`config.mk`:
```
export PLATFORM = sky130hd
export DESIGN_NAME = init_seq
export DESIGN_NICKNAME = d
export VERILOG_FILES = /design/src/rtl/init_seq_pkg.sv /design/src/rtl/fuse_loader.sv /design/src/rtl/init_seq.sv
export SDC_FILE = /design/constraint.sdc
export NUM_CORES = 1
export LEC_CHECK = 0
export ABC_AREA = 1
export BUFFER_PORTS_ARGS = -buffer_cell sky130_fd_sc_hd__buf_2
export CORE_MARGIN = 3
export CORE_UTILIZATION = 44
export CTS_CLUSTER_SIZE = 25
export DETAILED_ROUTE_END_ITERATION = 8
export GPL_TIMING_DRIVEN = 0
export MAX_ROUTING_LAYER = met4
export PLACE_DENSITY = 0.64
export SYNTH_ARGS = -nofsm -noshare
export SYNTH_HDL_FRONTEND = slang
export SYNTH_HIERARCHICAL = 1
export SYNTH_SLANG_ARGS = --single-unit
```
`constraint.sdc`:
```
create_clock -name I_REF_CLK -period 2.2 [get_ports I_REF_CLK]
set_input_delay 0.22 -clock I_REF_CLK [delete_from_list [all_inputs] [get_ports I_REF_CLK]]
set_output_delay 0.22 -clock I_REF_CLK [all_outputs]
set_load 0.05 [all_outputs]
```
`src/rtl/init_seq_pkg.sv`:
```
`default_nettype none
package init_seq_pkg;
  localparam logic [7:0]  SW_RESET_CTRL_ADDR = 8'h00;
  localparam int          SW_RESET_BIT       = 0;
  localparam logic [7:0]  SW_RESET_CTRL_RST  = 8'h00;
  localparam int          CAL_CYCLES         = 200000;
  localparam int          FUSE_WORDS         = 4;
  localparam int          CNT_W              = 18;
  typedef enum logic [1:0] {
    ST_IDLE  = 2'b00,
    ST_LOAD  = 2'b01,
    ST_CAL   = 2'b10,
    ST_READY = 2'b11
  } init_state_t;
endpackage
`default_nettype wire

```
`src/rtl/fuse_loader.sv`:
```
`timescale 1ns/1ps
`default_nettype none
module fuse_loader #(
  parameter int WORDS = init_seq_pkg::FUSE_WORDS
) (
  input  wire logic i_clk,
  input  wire logic i_rst_n,
  input  wire logic i_start,
  output logic      o_done
);
  import init_seq_pkg::*;

  logic [3:0] idx_q, idx_d;
  logic       busy_q, busy_d, done_q, done_d;

  always_comb begin
    idx_d  = idx_q;
    busy_d = busy_q;
    done_d = 1'b0;
    if (i_start) begin
      idx_d  = 4'h0;
      busy_d = 1'b1;
    end else if (busy_q) begin
      if (idx_q == 4'(WORDS - 1)) begin
        busy_d = 1'b0;
        done_d = 1'b1;
      end else begin
        idx_d = idx_q + 4'h1;
      end
    end
  end

  always_ff @(posedge i_clk or negedge i_rst_n) begin
    if (!i_rst_n) begin
      idx_q  <= 4'h0;
      busy_q <= 1'b0;
      done_q <= 1'b0;
    end else begin
      idx_q  <= idx_d;
      busy_q <= busy_d;
      done_q <= done_d;
    end
  end

  assign o_done = done_q;
endmodule
`default_nettype wire

```
`src/rtl/init_seq.sv`:
```
`timescale 1ns/1ps
`default_nettype none
module init_seq #(
  parameter int CAL_LEN = init_seq_pkg::CAL_CYCLES
) (
  input  wire logic       I_REF_CLK,
  input  wire logic       I_RST_N,
  input  wire logic       I_RESET_PIN,
  input  wire logic       I_REFERENCE_BUFFER_SELECT_PIN,
  input  wire logic       I_REG_WR,
  input  wire logic [7:0] I_REG_ADDR,
  input  wire logic [7:0] I_REG_WDATA,
  output logic      [7:0] O_REG_RDATA,
  output logic            O_READY,
  output logic            O_CAL_BUSY,
  output logic            O_REF_SEL
);
  import init_seq_pkg::*;

  // pins come from the host's domain
  logic rst_s1_q, rst_s2_q, rst_prev_q, ref_s1_q, ref_s2_q;
  always_ff @(posedge I_REF_CLK or negedge I_RST_N) begin
    if (!I_RST_N) begin
      rst_s1_q   <= 1'b0;
      rst_s2_q   <= 1'b0;
      rst_prev_q <= 1'b0;
      ref_s1_q   <= 1'b0;
      ref_s2_q   <= 1'b0;
    end else begin
      rst_s1_q   <= I_RESET_PIN;
      rst_s2_q   <= rst_s1_q;
      rst_prev_q <= rst_s2_q;
      ref_s1_q   <= I_REFERENCE_BUFFER_SELECT_PIN;
      ref_s2_q   <= ref_s1_q;
    end
  end

  // one decode serves the write strobe and the read mux
  function automatic logic addr_is_ctrl(input logic [7:0] a);
    return (a == SW_RESET_CTRL_ADDR);
  endfunction

  logic hw_release;
  logic sw_hit;
  assign hw_release = rst_prev_q & ~rst_s2_q;
  assign sw_hit = I_REG_WR && addr_is_ctrl(I_REG_ADDR) && I_REG_WDATA[SW_RESET_BIT];

  init_state_t       st_q, st_d;
  logic [CNT_W-1:0]  cnt_q, cnt_d;
  logic [7:0]        ctrl_q, ctrl_d;
  logic              ref_q, ref_d;
  logic              load_start;
  logic              load_done;
  logic              ready_q, ready_d;
  logic              busy_q, busy_d;

  fuse_loader #(
    .WORDS (FUSE_WORDS)
  ) u_fuse (
    .i_clk   (I_REF_CLK),
    .i_rst_n (I_RST_N),
    .i_start (load_start),
    .o_done  (load_done)
  );

  always_comb begin
    st_d       = st_q;
    cnt_d      = cnt_q;
    ctrl_d     = ctrl_q;
    ref_d      = ref_q;
    load_start = 1'b0;
    if (rst_s2_q) begin
      // held in reset: state, count and control sit at defaults, ref_q keeps its latched level
      st_d   = ST_IDLE;
      ctrl_d = SW_RESET_CTRL_RST;
      cnt_d  = '0;
    end else if (hw_release || sw_hit) begin
      // both reset sources restart the same load and calibration
      st_d       = ST_LOAD;
      load_start = 1'b1;
      cnt_d      = '0;
      ctrl_d     = SW_RESET_CTRL_RST;
      ctrl_d[SW_RESET_BIT] = sw_hit;
      ref_d      = ref_s2_q;
    end else begin
      case (st_q)
        ST_IDLE: st_d = ST_IDLE;
        ST_LOAD: begin
          ctrl_d = SW_RESET_CTRL_RST;
          if (load_done) begin
            st_d = ST_CAL;
          end
        end
        ST_CAL: begin
          if (cnt_q == CNT_W'(CAL_LEN - 1)) begin
            st_d = ST_READY;
          end else begin
            cnt_d = cnt_q + 1'b1;
          end
        end
        ST_READY: st_d = ST_READY;
        default:  st_d = ST_IDLE;
      endcase
    end
    // outputs are registered from the next state so they line up with st_q
    ready_d = (st_d == ST_READY);
    busy_d  = (st_d == ST_LOAD) || (st_d == ST_CAL);
  end

  always_ff @(posedge I_REF_CLK or negedge I_RST_N) begin
    if (!I_RST_N) begin
      st_q    <= ST_IDLE;
      cnt_q   <= '0;
      ctrl_q  <= SW_RESET_CTRL_RST;
      ref_q   <= 1'b0;
      ready_q <= 1'b0;
      busy_q  <= 1'b0;
    end else begin
      st_q    <= st_d;
      cnt_q   <= cnt_d;
      ctrl_q  <= ctrl_d;
      ref_q   <= ref_d;
      ready_q <= ready_d;
      busy_q  <= busy_d;
    end
  end

  logic [7:0] rdata_q, rdata_d;
  always_comb begin
    rdata_d = 8'h00;
    if (addr_is_ctrl(I_REG_ADDR)) begin
      rdata_d = ctrl_q;
    end
  end

  always_ff @(posedge I_REF_CLK or negedge I_RST_N) begin
    if (!I_RST_N) begin
      rdata_q <= 8'h00;
    end else begin
      rdata_q <= rdata_d;
    end
  end

  assign O_REG_RDATA = rdata_q;
  assign O_READY     = ready_q;
  assign O_CAL_BUSY  = busy_q;
  assign O_REF_SEL   = ref_q;

  // checker-side run length, counted apart from cnt_q so a broken terminal compare shows up
  logic [CNT_W-1:0] cal_run_q, cal_run_d;
  always_comb begin
    cal_run_d = '0;
    if (st_q == ST_CAL) begin
      cal_run_d = cal_run_q + 1'b1;
    end
  end

  always_ff @(posedge I_REF_CLK or negedge I_RST_N) begin
    if (!I_RST_N) begin
      cal_run_q <= '0;
    end else begin
      cal_run_q <= cal_run_d;
    end
  end
endmodule
`default_nettype wire

```
==> flow_summary.toml <==
[sta]
finClkSkew_ns = 0.00881
setup_slack_ns = 0.365
fin_tns_setup_ns = 0
fin_crit_ns = 1.83
finalSetupViolations = 0
drv_slew = 0
final.period_utilization_pct = 83.4
hold_viol_final = 0
worst_slew_pin_slew_ns = 0.820
slew_headroom_pct = 45.3
rsz0062_at_grt = "no"
max_freq_mhz = 545

[floorplanning]
num_rows = 24
start_util_pct = 46.5
fp.dieW_um = 74.3
core-area_um2 = 4410
ioPinCount = 32
die_area_um2 = 5520
die-height_um = 74.3

[cells_and_area]
final_cell_mix = "nand2_1, dfrtp_1, nor2_1"
layout.nets = 306
final_common_cell = "nand2_1"
postLayoutCoreUtil_pct = 52.9
drive_above_1_share_pct = 23.0
antenna_cells = 0
area_growth_pct = 13.8

[global_route]
grt_overflow = 0
first_global_vias = 1513
grt_max_degree = 37
antenna_found_initial = 0
grt_pass1_wl_um = 7130
grt_use_total_pct = 17.7

[synthesis]
avgSynthCellArea_um2 = 8.14
synth_area_um2 = 2050
syn_inst = 252
synthAdderAreaFrac_pct = 1.83
synth_area_leaders = "dfrtp_1, nand2_1, nor2_1, xor2_1, nand3_1"
ys_ff_latch = 36
synth_compound_area_share_pct = 6.22
synthSimpleGateAreaFrac_pct = 34.4
ys_warn_count = 6
ys_seq_area_share_pct = 43.9
synth_xor_area_share_pct = 5.12
yosysTopAreaCell = "dfrtp_1"
synth_top_family_by_area = "simple AND/OR/NAND/NOR gates"
synthMuxAreaShare_pct = 0
synth.top_cell.area_share_pct = 43.9
ys_types = 27

[worst_setup_path]
cp-start-kind = "flop"
crit_chain = "ha_1 > nand3_1 > nor2_2 > nand3_2 > nand2_1 > a21oi_1 > a21oi_1 > ha_1"
critical_path_class = "flop to flop"
path_delay_family = "simple AND/OR/NAND/NOR gates"
end_kind = "flop"
arrival_ns = 2.02
cp_slowest_stage_delay_ns = 0.41
cp_data_required_time_ns = 2.39
cpMaxStageDelayCell = "dfrtp_1"
crit_buf_inv = 0
cp_max_fo = 4

[drt]
routedWlPerCell_um = 12.4
drt-pass1-iter-count = 4
drtIter0Drc = 78
final_antenna_net_count = 0
drcViolationCount = 0
viasPerCell = 4.81
vias = 1613
finalWirelength_um = 4150

[power_and_ir_drop]
p_comb_share_pct = 18.5
leakage_nw = 1.08
p_seq_share_pct = 45.9
p_int_mw = 1.16
ir_drop_mv = 0.434
p_switching_mw = 0.501
p_per_area_nw_per_um2 = 709
p_clk_share_pct = 35.6
swShare_pct = 30.2

[cts]
cts_resized = 0
cts_buffer_depth = 2
cts_buffers = 5
clock-sinks = 36
htree_levels = 2
clk_transition_reported_paths_ns = 0.08
post_cts_buffers = 0
cts_tree = "yes"
clock_latency_ns = 0.29
cts_hold_buf = 0
cts_root_buffer = "clkbuf_8"

[hold_path]
hold_class = "input port to async pin"

[placed_design]
place_ws_ns = 0.372
port_buffers = 17
hpwl_um = 2990
gp_congestion = 0.935

[flow_run]
drv_cap = 0

[outcome]
outcome = "completed"
## synthesized netlist by cell type
cell type and instances:
nand2_2 4, o211ai_1 1, inv_1 19, nand3_4 2
ha_1 3, buf_4 8, nand3_2 7, nand3_1 15
a21oi_1 5, inv_2 3, nor2_1 36, nand4_1 4
o21ai_0 2, conb_1 1, nor3_1 8, nor2_4 1
buf_6 2, nand2_4 1, nor2_2 3, o21ai_2 8
xnor2_1 1, o21bai_1 2, inv_4 1, nand2_1 67
dfrtp_1 36, nor3b_1 1, xor2_1 11
## state kept, by name (all words and copies together), names as in the netlist
signal         cells
rst_s1_q           1
rst_s2_q           1
ref_s2_q           1
u_fuse/idx_q       4
cnt_q             18
rst_prev_q         1
O_REG_RDATA        1
O_CAL_BUSY         1
O_READY            1
st_q               2
u_fuse/busy_q      1
ref_s1_q           1
ctrl_q             1
u_fuse/o_done      1
O_REF_SEL          1
## through the flow
stage | instance area, µm² | power, mW | cells | hold WS, ns
2_1_floorplan | 2070 | 1.01 | 258 | -0.0756
3_3_place_gp | 2220 | 1.08 | 327 | 0.329
3_5_place_dp | 2220 | 1.08 | 327 | 0.330
4_1_cts | 2340 | 1.68 | 335 | 0.0191
5_1_grt | 2340 | 1.75 | 335 | 0.0103
6_report | 2340 | 1.66 | 335 | 0.0157
## worst paths after layout
check	start	to	slack, ns	depth (start not counted)
min	I_RST_N	cnt_q[6]	0.02	1
max reg2reg	cnt_q[0]	O_CAL_BUSY	0.37	8
min reg2reg	ref_s1_q	ref_s2_q	0.36	0
max	cnt_q[0]	O_CAL_BUSY	0.37	8
max in group asynchronous	I_RST_N	u_fuse/idx_q[3]	1.66	1
min in group I_REF_CLK	I_RESET_PIN	rst_s1_q	0.02	1
## final cells by class
cell class / instances / area, µm²
Fill cell: 421 / 2080
Multi-Input combinational cell: 189 / 1000
Sequential cell: 36 / 901
Inverter: 23 / 88.8
Timing Repair Buffer: 17 / 85.1
Buffer: 10 / 82.6
Clock buffer: 5 / 68.8
Tap cell: 52 / 65.1
Clock inverter: 3 / 42.5
## cells by family (layout without fill, tap and decap cells)
kind of cell,count (synthesis),after routing
adders and majority gates,3,3
other,1,7
AOI/OAI and AO/OA,18,18
buffers and inverters,33,58
and+or+nand+nor,149,149
DFF,36,36
xor gates and xnor gates,12,12
## metal layers
| layer | track usage, % | share of wire (%) | vias up |
|---|---|---|---|
| met3 | 4.05 | 5.8 | 5 |
| met2 | 26.9 | 45 | 35 |
| met4 | 6.13 | 1.5 | 0 |
| met5 | - | 0 | - |
| met1 | 23.3 | 48 | 731 |
| li1 | - | - | 842 |
## power groups by stage
stage / registers (mW) / clock network (mW) / logic [mW]
4_1_cts: 0.760 / 0.605 / 0.312
6_report: 0.760 / 0.589 / 0.307
3_3_place_gp: 0.772 / 0 / 0.309
2_1_floorplan: 0.782 / 0 / 0.231
5_1_grt: 0.769 / 0.632 / 0.347
3_5_place_dp: 0.774 / 0 / 0.311
## worst reg2reg max path, cell delays in order, from the launching register on
cell     delay [ns]
dfrtp_1        0.41
ha_1           0.22
nand3_1        0.16
nor2_2         0.16
nand3_2        0.11
nand2_1        0.11
a21oi_1        0.07
a21oi_1        0.22
ha_1           0.27
No activity file was read; power rests on OpenSTA's default activity.
